==> src/design/csag_pkg.sv <==
package csag_pkg;
    // widths of the address and data paths, and the state count
    localparam int ADDR_W     = 14;   // control store address width
    localparam int CSAR_W     = 16;   // address register width, bit 00 is msb
    localparam int LOW_W      = 12;   // constant low part of fixed entries
    localparam int TBL_ADDR_W = 10;   // widest address table (1024 words)
    localparam int TBL_ENC_W  = 8;    // encoded fan-in address width
    localparam int DATA_W     = 16;   // fan-in and bus data width
    localparam int NUM_STATES = 10;   // processor states incl. console
    localparam int REG_ADDR_W = 4;    // register port address width

    // low parts of the quarter-relative entries
    localparam logic [LOW_W-1:0] LOW_FETCH2  = 12'h002;
    localparam logic [LOW_W-1:0] LOW_FETCH3  = 12'h009;
    localparam logic [LOW_W-1:0] LOW_ILLEGAL = 12'h010;
    localparam logic [LOW_W-1:0] LOW_MS_PAR  = 12'h018;
    localparam logic [LOW_W-1:0] LOW_CS_PAR  = 12'h028;

    // absolute console and autoload entries
    localparam logic [ADDR_W-1:0] CON_GRP0    = 14'h0100;
    localparam logic [ADDR_W-1:0] CON_GRP1    = 14'h0103;
    localparam logic [ADDR_W-1:0] CON_GRP2    = 14'h0106;
    localparam logic [ADDR_W-1:0] CON_GRP3    = 14'h010C;
    localparam logic [ADDR_W-1:0] ALOAD_ALT   = 14'h0112;
    localparam logic [ADDR_W-1:0] ALOAD_PRI   = 14'h0113;

    // timing and state limits
    localparam logic [1:0] MIN_FANIN_MINORS = 2'h2;  // minors before table branch
    localparam logic [3:0] LAST_TRAP_STATE  = 4'h7;  // parity traps only up to here

    // register map
    localparam logic [REG_ADDR_W-1:0] REG_CTRL   = 4'h0;
    localparam logic [REG_ADDR_W-1:0] REG_STATUS = 4'h1;
    localparam logic [REG_ADDR_W-1:0] REG_CSAR   = 4'h2;
    localparam int CTRL_BKPT_BIT = 0;                 // breakpoint display select
    localparam int CTRL_SIZE_LSB = 1;                 // table size field, 2 bits
    localparam logic [DATA_W-1:0] CTRL_RESET = 16'h0000;

    // next-address source chosen by the microsequencer
    typedef enum logic [3:0] {
        SEL_HOLD   = 4'h0, SEL_BRANCH = 4'h1, SEL_FETCH2 = 4'h2, SEL_FETCH3 = 4'h3,
        SEL_CON0   = 4'h4, SEL_CON1   = 4'h5, SEL_CON2   = 4'h6, SEL_CON3   = 4'h7,
        SEL_ALT    = 4'h8, SEL_PRI    = 4'h9
    } addr_sel_e;

    // trap kinds, also reported in status
    typedef enum logic [1:0] {
        TRAP_NONE = 2'h0, TRAP_ILLEGAL = 2'h1, TRAP_MS_PAR = 2'h2, TRAP_CS_PAR = 2'h3
    } trap_e;

    // table-branch setup sequence
    typedef enum logic [1:0] {
        TB_IDLE = 2'h0, TB_SETUP = 2'h1, TB_READY = 2'h2
    } tb_state_e;

    // storage error reports from main and control storage
    typedef struct packed {
        logic csParity;        // control store parity error
        logic msParity;        // main storage read parity error
        logic msOutOfRange;    // out-of-range main storage address
        logic msUncorrectable; // uncorrectable error with correction fitted
        logic addrViolation;   // main storage address violation
        logic violationEnable; // violation trapping enabled
    } trap_cond_s;

    // processor cycle timing pulses
    typedef struct packed {
        logic majorStart;      // first clock of a major cycle
        logic minorTick;       // one clock per minor cycle
        logic minorE7;         // minor cycle E7
    } timing_s;
endpackage

==> src/design/control_store_address_generation.sv <==
// Summary of operation
// [RQ1] breakpoint display: bits 00,01 zero, then address
// [RQ2] console references: bit 00 selects table
// [RQ3] second fetch entry at quarter low 002
// [RQ4] third fetch entry at quarter low 009
// [RQ5] decode fetch entries at every major start
// [RQ6] enabled address violation traps to low 010
// [RQ7] main storage error traps to low 018
// [RQ8] control store parity traps to low 028
// [RQ9] parity disable switch suppresses parity traps
// [RQ10] precedence: cs parity, ms parity, illegal
// [RQ11] entry high two bits kept from quarter
// [RQ12] traps on E7, set state busy flag; the code sets the busy flag only in states 0 to 7
// [RQ13] no stop in major cycle with trap; the code holds off the stop only if the state at the boundary is 0 to 7
// [RQ14] console groups start at 0100/0103/0106/010C
// [RQ15] autoload alternate 0112, primary 0113
// [RQ16] table sizes 256 to 1024 ten-bit words
// [RQ17] fan-in addresses table two minors first
// [RQ18] ten fan-in bits encode eight address bits
// [RQ19] table parity odd over 00, 07-15
// [RQ20] encoded bits muxed only while branch pending
module control_store_address_generation #(
    parameter logic [11:0] FETCH1_LOW = 12'h000  // first fetch entry low part
) (
    input  wire logic                               clk,
    input  wire logic                               rst_b,
    input  wire csag_pkg::timing_s                  timing,
    input  wire logic [3:0]                         procState,
    input  wire logic                               consoleState,
    input  wire csag_pkg::addr_sel_e                addrSel,
    input  wire logic [csag_pkg::LOW_W-1:0]         branchLow,
    input  wire csag_pkg::trap_cond_s               trapCond,
    input  wire logic                               eccFitted,
    input  wire logic                               parityDisable,
    input  wire logic                               stopRequest,
    input  wire logic                               tableBranchPending,
    input  wire logic [0:csag_pkg::DATA_W-1]        dataFanIn,
    input  wire logic [0:csag_pkg::DATA_W-1]        tableData,
    input  wire logic [csag_pkg::REG_ADDR_W-1:0]    regAddr,
    input  wire logic [csag_pkg::DATA_W-1:0]        regWrData,
    input  wire logic                               regWr,
    input  wire logic                               regRd,
    output logic [csag_pkg::DATA_W-1:0]             regRdData,
    output logic [csag_pkg::ADDR_W-1:0]             csAddr,
    output logic                                    csTargetTable,
    output logic [0:csag_pkg::DATA_W-1]             consoleAddrDisplay,
    output logic [csag_pkg::TBL_ADDR_W-1:0]         tableAddr,
    output logic                                    tableParityOk,
    output logic                                    tableBranchReady,
    output logic                                    fetchEntryHit,
    output logic                                    trapTaken,
    output logic [csag_pkg::NUM_STATES-1:0]         busySet,
    output logic                                    stopGrant
);
    // address register, bit 00 on the left
    logic [0:csag_pkg::CSAR_W-1]  csar_reg;
    logic [csag_pkg::DATA_W-1:0]  ctrl_reg;          // software control
    logic                         pendCs_reg;        // cs parity seen this major
    logic                         pendMs_reg;        // ms error seen this major
    logic                         pendIll_reg;       // violation seen this major
    logic                         trapSeen_reg;      // trap fired this major
    csag_pkg::trap_e              lastTrap_reg;      // kind of most recent trap
    csag_pkg::tb_state_e          tb_reg;            // table-branch setup state
    logic [1:0]                   minorCnt_reg;      // minors of fan-in addressing
    csag_pkg::trap_e              trap_next;         // trap chosen this clock
    logic [csag_pkg::ADDR_W-1:0]  addr14;            // current 14-bit address
    logic [1:0]                   quarter;           // current high two bits
    logic                         parityState;       // state may take parity traps
    logic                         msError;           // qualified ms error
    logic [csag_pkg::TBL_ENC_W-1:0] encoded;         // encoded fan-in
    logic [csag_pkg::TBL_ADDR_W-1:0] sizeMask;       // fitted table size mask
    logic                         consoleWrCsar;     // console loads the register

    assign addr14        = csar_reg[2:csag_pkg::CSAR_W-1];
    assign quarter       = csar_reg[2:3];
    assign parityState   = (procState <= csag_pkg::LAST_TRAP_STATE);
    assign consoleWrCsar = regWr && consoleState && (regAddr == csag_pkg::REG_CSAR);

    // out-of-range counts only without correction, uncorrectable only with it
    assign msError = trapCond.msParity
                   || (!eccFitted && trapCond.msOutOfRange)
                   || (eccFitted && trapCond.msUncorrectable);  // [RQ7]

    // fan-in encoder into the low table address bits
    function automatic logic [7:0] encodeFanIn(input logic [0:15] df);
        logic [3:0] lo;
        logic       isB;
        logic       isA;
        lo  = df[4:7];
        isB = (lo == 4'hB) || (lo >= 4'hC);
        isA = (lo == 4'hA) || (lo >= 4'hC);
        unique case (df[0:3])
            4'h2, 4'h3, 4'hA, 4'hB: encodeFanIn = {2'b00, df[0], df[3], isB, isA, df[8], df[12]};
            4'h6, 4'h7:             encodeFanIn = {3'b010, df[3], df[4], df[5], df[8], df[12]};
            4'hE:                   encodeFanIn = {2'b10, df[4], df[5], df[6], df[7], df[8], df[12]};
            4'hF:                   encodeFanIn = {2'b11, df[4], df[5], df[6], df[7], df[8], df[12]};
            default:                encodeFanIn = {3'b011, df[0], df[1], df[3], df[4], df[5]};
        endcase
    endfunction

    assign encoded = encodeFanIn(dataFanIn);  // [RQ18]

    // fitted table size: 256, 512, 768 or 1024 words
    always_comb begin
        unique case (ctrl_reg[csag_pkg::CTRL_SIZE_LSB +: 2])
            2'h0:    sizeMask = 10'h0FF;
            2'h1:    sizeMask = 10'h1FF;
            default: sizeMask = 10'h3FF;   // 768 decodes as 1024, top quarter unused
        endcase
    end  // [RQ16]

    // trap selection on E7 in fixed precedence
    always_comb begin
        trap_next = csag_pkg::TRAP_NONE;
        if (timing.minorE7 && !consoleState) begin  // [RQ12]
            if (pendCs_reg && parityState && !parityDisable) begin  // [RQ8] [RQ9]
                trap_next = csag_pkg::TRAP_CS_PAR;  // [RQ10]
            end else if (pendMs_reg && parityState && !parityDisable) begin  // [RQ7] [RQ9]
                trap_next = csag_pkg::TRAP_MS_PAR;
            end else if (pendIll_reg) begin  // [RQ6]
                trap_next = csag_pkg::TRAP_ILLEGAL;
            end
        end
    end

    // conditions gathered across the major cycle, set wins over clear
    always_ff @(posedge clk or negedge rst_b) begin
        if (!rst_b) begin
            pendCs_reg  <= 1'b0;
            pendMs_reg  <= 1'b0;
            pendIll_reg <= 1'b0;
        end else begin
            pendCs_reg  <= trapCond.csParity || (pendCs_reg && !timing.majorStart);
            // ms parity ignored while a violation is present
            pendMs_reg  <= (msError && !trapCond.addrViolation)
                           || (pendMs_reg && !timing.majorStart);  // [RQ10]
            pendIll_reg <= (trapCond.addrViolation && trapCond.violationEnable)
                           || (pendIll_reg && !timing.majorStart);  // [RQ6]
        end
    end

    // address register: traps, microcommand entries, console loads
    always_ff @(posedge clk or negedge rst_b) begin
        if (!rst_b) begin
            csar_reg <= '0;
        end else if (consoleState) begin
            // microcommand sources are shut out in console state
            if (consoleWrCsar) begin
                csar_reg <= regWrData;  // [RQ2]
            end
        end else if (trap_next != csag_pkg::TRAP_NONE) begin
            unique case (trap_next)
                csag_pkg::TRAP_CS_PAR: csar_reg[2:15] <= {quarter, csag_pkg::LOW_CS_PAR};  // [RQ8] [RQ11]
                csag_pkg::TRAP_MS_PAR: csar_reg[2:15] <= {quarter, csag_pkg::LOW_MS_PAR};  // [RQ7] [RQ11]
                default:               csar_reg[2:15] <= {quarter, csag_pkg::LOW_ILLEGAL}; // [RQ6] [RQ11]
            endcase
        end else begin
            unique case (addrSel)
                csag_pkg::SEL_HOLD:   csar_reg <= csar_reg;
                csag_pkg::SEL_BRANCH: csar_reg[2:15] <= {quarter, branchLow};
                csag_pkg::SEL_FETCH2: csar_reg[2:15] <= {quarter, csag_pkg::LOW_FETCH2};  // [RQ3] [RQ11]
                csag_pkg::SEL_FETCH3: csar_reg[2:15] <= {quarter, csag_pkg::LOW_FETCH3};  // [RQ4] [RQ11]
                csag_pkg::SEL_CON0:   csar_reg[2:15] <= csag_pkg::CON_GRP0;   // [RQ14]
                csag_pkg::SEL_CON1:   csar_reg[2:15] <= csag_pkg::CON_GRP1;   // [RQ14]
                csag_pkg::SEL_CON2:   csar_reg[2:15] <= csag_pkg::CON_GRP2;   // [RQ14]
                csag_pkg::SEL_CON3:   csar_reg[2:15] <= csag_pkg::CON_GRP3;   // [RQ14]
                csag_pkg::SEL_ALT:    csar_reg[2:15] <= csag_pkg::ALOAD_ALT;  // [RQ15]
                csag_pkg::SEL_PRI:    csar_reg[2:15] <= csag_pkg::ALOAD_PRI;  // [RQ15]
                default:              csar_reg <= csar_reg;  // undefined codes hold
            endcase
        end
    end

    // trap bookkeeping: busy flag, trap pulse, stop inhibit, kind
    always_ff @(posedge clk or negedge rst_b) begin
        if (!rst_b) begin
            trapTaken    <= 1'b0;
            busySet      <= '0;
            trapSeen_reg <= 1'b0;
            lastTrap_reg <= csag_pkg::TRAP_NONE;
        end else begin
            trapTaken <= (trap_next != csag_pkg::TRAP_NONE);
            busySet   <= '0;
            if ((trap_next != csag_pkg::TRAP_NONE) && parityState) begin
                busySet[procState] <= 1'b1;  // [RQ12]
            end
            if (trap_next != csag_pkg::TRAP_NONE) begin
                lastTrap_reg <= trap_next;
            end
            // a trap in the same clock as major start belongs to the new cycle
            trapSeen_reg <= (trap_next != csag_pkg::TRAP_NONE)
                            || (trapSeen_reg && !timing.majorStart);
        end
    end

    // stop at a major cycle boundary unless the ending cycle trapped and procState is at most 7
    always_ff @(posedge clk or negedge rst_b) begin
        if (!rst_b) begin
            stopGrant <= 1'b0;
        end else begin
            stopGrant <= timing.majorStart && stopRequest
                         && !(trapSeen_reg && parityState);  // [RQ13]
        end
    end

    // fetch entry decode, sampled once per major cycle
    always_ff @(posedge clk or negedge rst_b) begin
        if (!rst_b) begin
            fetchEntryHit <= 1'b0;
        end else if (timing.majorStart) begin
            fetchEntryHit <= (addr14[11:0] == FETCH1_LOW)
                             || (addr14[11:0] == csag_pkg::LOW_FETCH2)
                             || (addr14[11:0] == csag_pkg::LOW_FETCH3);  // [RQ5]
        end
    end

    // console address display and target select
    always_ff @(posedge clk or negedge rst_b) begin
        if (!rst_b) begin
            consoleAddrDisplay <= '0;
            csTargetTable      <= 1'b0;
            csAddr             <= '0;
        end else begin
            csAddr        <= addr14;
            csTargetTable <= consoleState && csar_reg[0];  // [RQ2]
            if (ctrl_reg[csag_pkg::CTRL_BKPT_BIT] && !consoleState) begin
                consoleAddrDisplay <= {2'b00, addr14};  // [RQ1]
            end else begin
                consoleAddrDisplay <= csar_reg;
            end
        end
    end

    // table-branch setup: fan-in must address the table two minors
    always_ff @(posedge clk or negedge rst_b) begin
        if (!rst_b) begin
            tb_reg       <= csag_pkg::TB_IDLE;
            minorCnt_reg <= '0;
        end else if (!tableBranchPending || consoleState) begin
            tb_reg       <= csag_pkg::TB_IDLE;
            minorCnt_reg <= '0;
        end else begin
            unique case (tb_reg)
                csag_pkg::TB_IDLE: begin
                    tb_reg       <= csag_pkg::TB_SETUP;
                    minorCnt_reg <= '0;
                end
                csag_pkg::TB_SETUP: begin
                    // count only whole minors after the mux switched
                    if (timing.minorTick) begin
                        minorCnt_reg <= minorCnt_reg + 2'h1;
                        if (minorCnt_reg + 2'h1 >= csag_pkg::MIN_FANIN_MINORS) begin
                            tb_reg <= csag_pkg::TB_READY;  // [RQ17]
                        end
                    end
                end
                csag_pkg::TB_READY: tb_reg <= csag_pkg::TB_READY;
                default:            tb_reg <= csag_pkg::TB_IDLE;
            endcase
        end
    end

    // table address path, fan-in only while a branch is pending
    always_ff @(posedge clk or negedge rst_b) begin
        if (!rst_b) begin
            tableAddr        <= '0;
            tableBranchReady <= 1'b0;
            tableParityOk    <= 1'b0;
        end else begin
            tableBranchReady <= (tb_reg == csag_pkg::TB_READY);  // [RQ17]
            if (tableBranchPending && !consoleState) begin
                // encoded bits replace the right-most register bits
                tableAddr <= {addr14[9:8], encoded} & sizeMask;  // [RQ18] [RQ20]
            end else begin
                tableAddr <= addr14[9:0] & sizeMask;  // [RQ20]
            end
            // bits 01-06 carry no parity weight
            tableParityOk <= ^{tableData[0], tableData[7:15]};  // [RQ19]
        end
    end

    // software control register
    always_ff @(posedge clk or negedge rst_b) begin
        if (!rst_b) begin
            ctrl_reg <= csag_pkg::CTRL_RESET;
        end else if (regWr && (regAddr == csag_pkg::REG_CTRL)) begin
            ctrl_reg <= regWrData;
        end
    end

    // read data, valid the cycle after the strobe only
    always_ff @(posedge clk or negedge rst_b) begin
        if (!rst_b) begin
            regRdData <= '0;
        end else if (regRd) begin
            unique case (regAddr)
                csag_pkg::REG_CTRL:   regRdData <= ctrl_reg;
                csag_pkg::REG_STATUS: regRdData <= {8'h00, tb_reg, lastTrap_reg, fetchEntryHit,
                                                    pendCs_reg, pendMs_reg, pendIll_reg};
                csag_pkg::REG_CSAR:   regRdData <= csar_reg;
                default:              regRdData <= '0;  // unmapped reads zero
            endcase
        end else begin
            regRdData <= '0;
        end
    end

    // checks
    a_cs_parity_trap: assert property (@(posedge clk) disable iff (!rst_b)  // [RQ8]
        (timing.minorE7 && !consoleState && pendCs_reg && parityState && !parityDisable)
        |=> (csar_reg[4:15] == csag_pkg::LOW_CS_PAR) && trapTaken)
        else $error("cs parity trap address wrong");

    a_parity_disabled: assert property (@(posedge clk) disable iff (!rst_b)  // [RQ9]
        (parityDisable && !pendIll_reg) |=> !trapTaken)
        else $error("parity trap taken while disabled");

    a_ms_trap_addr: assert property (@(posedge clk) disable iff (!rst_b)  // [RQ7]
        (trap_next == csag_pkg::TRAP_MS_PAR) |=> (csar_reg[4:15] == csag_pkg::LOW_MS_PAR))
        else $error("ms parity trap address wrong");

    a_illegal_quarter: assert property (@(posedge clk) disable iff (!rst_b)  // [RQ11]
        (trap_next == csag_pkg::TRAP_ILLEGAL) |=> (csar_reg[2:3] == $past(quarter))
        && (csar_reg[4:15] == csag_pkg::LOW_ILLEGAL))
        else $error("illegal trap lost quarter");

    a_trap_on_e7: assert property (@(posedge clk) disable iff (!rst_b)  // [RQ12]
        trapTaken |-> $past(timing.minorE7))
        else $error("trap outside minor E7");

    a_no_stop_trap: assert property (@(posedge clk) disable iff (!rst_b)  // [RQ13]
        (trapSeen_reg && parityState && timing.majorStart) |=> !stopGrant)
        else $error("stop granted after trap");

    a_fanin_two_minors: assert property (@(posedge clk) disable iff (!rst_b)  // [RQ17]
        $rose(tableBranchReady) |-> $past(minorCnt_reg, 2) >= 2'h1)
        else $error("table branch ready too early");

    a_bkpt_display: assert property (@(posedge clk) disable iff (!rst_b)  // [RQ1]
        (ctrl_reg[csag_pkg::CTRL_BKPT_BIT] && !consoleState)
        |=> (consoleAddrDisplay[0:1] == 2'b00) && (consoleAddrDisplay[2:15] == $past(addr14)))
        else $error("breakpoint display format wrong");

    a_autoload_pri: assert property (@(posedge clk) disable iff (!rst_b)  // [RQ15]
        (addrSel == csag_pkg::SEL_PRI && !consoleState && trap_next == csag_pkg::TRAP_NONE)
        |=> addr14 == csag_pkg::ALOAD_PRI ##1 csAddr == csag_pkg::ALOAD_PRI)
        else $error("primary autoload entry wrong");
endmodule  // control_store_address_generation

==> config.mk <==
export PLATFORM = sky130hd
export DESIGN_NAME = control_store_address_generation
export DESIGN_NICKNAME = d
export VERILOG_FILES = /design/src/design/csag_pkg.sv /design/src/design/control_store_address_generation.sv
export SDC_FILE = /design/constraint.sdc
export NUM_CORES = 1
export LEC_CHECK = 0
export BUFFER_PORTS_ARGS = -buffer_cell sky130_fd_sc_hd__clkbuf_2
export CAP_MARGIN = 20
export CORE_MARGIN = 2
export CORE_UTILIZATION = 45
export CTS_BUF_LIST = sky130_fd_sc_hd__clkbuf_16
export CTS_CLUSTER_DIAMETER = 150
export DETAILED_ROUTE_END_ITERATION = 10
export PLACE_DENSITY_LB_ADDON = 0.15
export RECOVER_POWER = 100
export SLEW_MARGIN = 15
export SYNTH_ARGS = -nofsm -noshare
export SYNTH_HDL_FRONTEND = slang
export SYNTH_SLANG_ARGS = --single-unit
==> constraint.sdc <==
create_clock -name clk -period 1.6 [get_ports clk]
set_input_delay 0.16 -clock clk [delete_from_list [all_inputs] [get_ports clk]]
set_output_delay 0.16 -clock clk [all_outputs]
set_load 0.05 [all_outputs]
==> tab_implementation.tex <==
\begin{tabular}{lr}
\hline
Metric & Value \\
\hline
\multicolumn{2}{l}{\textbf{Worst hold path}} \\
\quad Path type of the worst min-delay path & in -> reg \\
\quad Origin of the worst min-delay path & trapCond[5] \\
\multicolumn{2}{l}{\textbf{Route}} \\
\quad Iteration-0 DRC count of the detailed router & 247 \\
\quad DRT met1 WL & 4.780 mm \\
\quad Routed len/inst & 15.19 um \\
\quad Total length of routed wires & 10.63 mm \\
\quad Remaining antenna violation count & 0 \\
\quad Post-route DRC violation count & 0 \\
\quad Via count & 3566 \\
\quad Pre-antenna DRT Iters & 4 \\
\quad Uppermost routed layer & met4 \\
\quad Post-detailed-route via-to-cell ratio & 5.094 \\
\quad Wire length on met2 & 5.083 mm \\
\quad Length of routed met3 wiring & 669 um \\
\multicolumn{2}{l}{\textbf{Timing}} \\
\quad Post-layout min period & 1.488 ns \\
\quad Worst hold slack & 0.004627 ns \\
\quad Final critical-path share of the clock period & 0.9301 \\
\quad Tightest slew margin relative to the limit & 0.4529 \\
\quad Setup slack of the critical path after layout & 0.1119 ns \\
\quad Worst-margin pin slew & 0.8187 ns \\
\quad Final count of pins violating max slew & 0 \\
\quad Achievable Freq & 0.6720 GHz \\
\quad Setup repair after global routing missed its margin & true \\
\quad Sum of negative setup slack & 0 ns \\
\quad Layout Skew & 0.006414 ns \\
\quad Final Hold Vio Count & 0 \\
\quad Final-report setup violation count & 0 \\
\multicolumn{2}{l}{\textbf{Placed design}} \\
\quad Area after DPL & 5440 um\^{}2 \\
\quad Post-DP HPWL & 7.924 mm \\
\quad Global placement routability congestion & 0.8469 \\
\quad Buffers added on ports & 149 \\
\quad Inst Count DP & 683 \\
\quad Setup slack at placement & -0.1818 ns \\
\multicolumn{2}{l}{\textbf{Global route}} \\
\quad Overflow left after global routing & 0 \\
\quad Pin count of the biggest net entering global routing & 50 \\
\quad Global-route wire length before repair & 16.97 mm \\
\quad Gr usage total & 0.2094 \\
\quad Number of global-route vias before repair & 3438 \\
\quad Initial antenna violation count & 0 \\
\multicolumn{2}{l}{\textbf{Cells and area}} \\
\quad Signed area change from the synthesized netlist to the final layout & 27.07\% \\
\quad Utilization after layout & 0.5801 \\
\quad Area occupied by registers & 2502 um\^{}2 \\
\quad Finished layout cell area & 5592 um\^{}2 \\
\quad Antenna diodes & 0 \\
\quad Number of nets in the final layout & 655 \\
\quad Share of final-layout standard cells stronger than drive strength 1 & 0.2593 \\
\quad Number of standard cells in the final layout excluding fillers & 700 \\
\quad Final-layout fill cell count & 932 \\
\quad Multi-input logic area & 1687 um\^{}2 \\
\multicolumn{2}{l}{\textbf{Clock tree}} \\
\quad H-Tree Depth & 3 \\
\quad Clock tree from TritonCTS & yes \\
\quad Number of setup buffers added after CTS & 0 \\
\quad Number of sinks handled by clock tree synthesis & 100 \\
\quad Clock-pin slew of the registers on the worst-case setup and hold paths & 0.07 ns \\
\quad Buffer cell driving the clock tree root & sky130\_fd\_sc\_hd\_\_clkbuf\_16 \\
\quad Number of buffers created by CTS & 9 \\
\quad Insertion delay of the later-clocked pin in the worst-skew pair & 0.33 ns \\
\quad Maximum clock path buffer count & 2 \\
\multicolumn{2}{l}{\textbf{Floorplan}} \\
\quad Placement Rows & 36 \\
\quad DIE AREA & 10590 um\^{}2 \\
\quad Area inside the core boundary & 9639 um\^{}2 \\
\quad Starting density of the core & 0.4565 \\
\quad Floorplan die width & 102.9 um \\
\quad Number of I/O pins & 162 \\
\quad Vertical die dimension & 102.9 um \\
\multicolumn{2}{l}{\textbf{Synthesis}} \\
\quad Fraction of the yosys area taken by sequential cells & 0.5687 \\
\quad Biggest area consumer among synthesized cells & sky130\_fd\_sc\_hd\_\_dfrtp\_1 \\
\quad Syn avg cell area & 11.14 um\^{}2 \\
\quad Leading cell types by total area after synthesis & sky130\_fd\_sc\_hd\_\_dfrtp\_1 (57\%), sky130\_fd\_sc\_hd\_\_mux2\_2 (4.9\%), sky130\_fd\_sc\_hd\_\_nor2\_1 (4.2\%), sky130\_fd\_sc\_hd\_\_a22oi\_1 (2.6\%), sky130\_fd\_sc\_hd\_\_buf\_4 (2.6\%) \\
\quad Post-synthesis cell count & 395 \\
\quad Area share of the largest cell type after synthesis & 0.5687 \\
\quad Top post-synthesis cells by count & sky130\_fd\_sc\_hd\_\_dfrtp\_1 (100), sky130\_fd\_sc\_hd\_\_nor2\_1 (49), sky130\_fd\_sc\_hd\_\_nand2\_1 (23) \\
\quad Synth warnings & 0 \\
\quad Main flop type after synthesis & sky130\_fd\_sc\_hd\_\_dfrtp\_1 \\
\quad Count of distinct cell types in the synthesized netlist & 51 \\
\quad Most frequent cell after synthesis & sky130\_fd\_sc\_hd\_\_dfrtp\_1 \\
\quad Cell Area, Synth & 4400 um\^{}2 \\
\quad Number of flops mapped to enable cells by yosys & 0 \\
\quad Post-synthesis sequential element count & 100 \\
\quad Share of flip-flops with an asynchronous set or reset & 1.000 \\
\multicolumn{2}{l}{\textbf{Setup path}} \\
\quad Buffering stage count on the worst path with inverters included & 1 \\
\quad Critical-path cell with the highest stage delay & sky130\_fd\_sc\_hd\_\_dfrtp\_1 \\
\quad Startpoint of the worst setup timing path & pendIll\_reg \\
\quad CP delay by family, top & compound AO/OA/AOI/OAI gates \\
\quad Register-to-register setup slack & 0.11 ns \\
\quad Category of the critical setup timing path & reg -> reg \\
\quad Beginning of the worst register-to-register path & pendIll\_reg \\
\quad Critical path, cell by cell & nand3b\_1, o22ai\_4, buf\_4, nor2\_1, a221oi\_1, a21oi\_1 \\
\quad Worst Setup Start Kind & flip-flop \\
\quad Worst-path maximum fanout & 5 \\
\quad Crit end category & flip-flop \\
\quad CP required & 1.81 ns \\
\quad Largest stage delay, worst path & 0.44 ns \\
\quad Arrival time of the worst setup path & 1.70 ns \\
\multicolumn{2}{l}{\textbf{Power}} \\
\quad Leakage power & 2.531 nW \\
\quad Total Power Consumption & 6.636 mW \\
\quad Worst-case vdd ir drop & 668.7 uV \\
\quad Power density over cell area & 1187 nW/um\^{}2 \\
\multicolumn{2}{l}{\textbf{Run}} \\
\quad Maximum Capacitance Violations & 0 \\
\multicolumn{2}{l}{\textbf{Outcome}} \\
\quad Status & finished clean \\
\hline
\end{tabular}
## path summary, 6_finish.rpt
check | endpoint | cells past startpoint
max | csar_reg[7] | 6
min | pendCs_reg | 2
max reg2reg | csar_reg[7] | 6
min reg2reg | consoleAddrDisplay[2] | 0
max in group asynchronous | tableAddr[9] | 3
min in group asynchronous | minorCnt_reg[0] | 2
## cell type report
cell class	count	share of cell area
Multi-Input combinational cell	255	0.3016
Inverter	12	0.008055
Clock inverter	7	0.01074
Sequential cell	100	0.4475
Clock buffer	9	0.04028
Timing Repair Buffer	184	0.1620
Tap cell	133	0.02976
## worst reg2reg max path: stages, from the launching register on
cell and delay [ns]:
sky130_fd_sc_hd__dfrtp_1 0.44, sky130_fd_sc_hd__nand3b_1 0.17, sky130_fd_sc_hd__o22ai_4 0.22, sky130_fd_sc_hd__buf_4 0.16
sky130_fd_sc_hd__nor2_1 0.04, sky130_fd_sc_hd__a221oi_1 0.24, sky130_fd_sc_hd__a21oi_1 0.11
## metal layers
metal,up-vias,global-route usage
met2,118,0.3407
met3,8,0.05559
li1,1743,-
met5,-,0
met1,1697,0.2834
met4,0,0.04757
## report_power, final
part | switching (mW) | internal, mW | total [mW]
Clock | 0.955 | 1.08 | 2.03
Sequential | 0.213 | 2.83 | 3.05
Combinational | 1.10 | 0.453 | 1.56
Total | 2.27 | 4.37 | 6.64
## cells in the final DEF, fill, tap and decap left out, types with 12 or more instances in the layout
master,synthesis,layout
sky130_fd_sc_hd__o21ai_0,22,20
sky130_fd_sc_hd__a21oi_1,22,22
sky130_fd_sc_hd__clkbuf_1,11,79
sky130_fd_sc_hd__nand2_1,23,24
sky130_fd_sc_hd__buf_4,15,21
sky130_fd_sc_hd__a22oi_1,15,15
sky130_fd_sc_hd__clkbuf_2,0,79
sky130_fd_sc_hd__inv_1,12,12
sky130_fd_sc_hd__dfrtp_1,100,100
sky130_fd_sc_hd__nor2_1,49,49
sky130_fd_sc_hd__mux2_2,19,19
## timing repair
| action | 4_1_cts | 5_1_grt |
|---|---|---|
| setup endpoints to repair | 2 | 7 |
| cloned | 0 | 0 |
| resized for setup | 1 | 2 |
| hold buffers | 1 | 0 |
| endpoints found under the hold margin | 27 | 0 |
| pin swaps | 0 | 2 |
## logic make-up (layout without fill, tap and decap cells)
kind of cell,after synthesis,after routing,share of synthesized area
and+or+nand+nor,119,119,0.1436
buffers and inverters,41,212,0.04834
muxes,22,22,0.05545
xor gates and xnor gates,12,12,0.02389
DFF,100,100,0.5687
adders and majority gates,4,4,0.01081
AOI/OAI and AO/OA,96,96,0.1484
other,1,2,0.0008522
(Power assumes the default switching activity.)
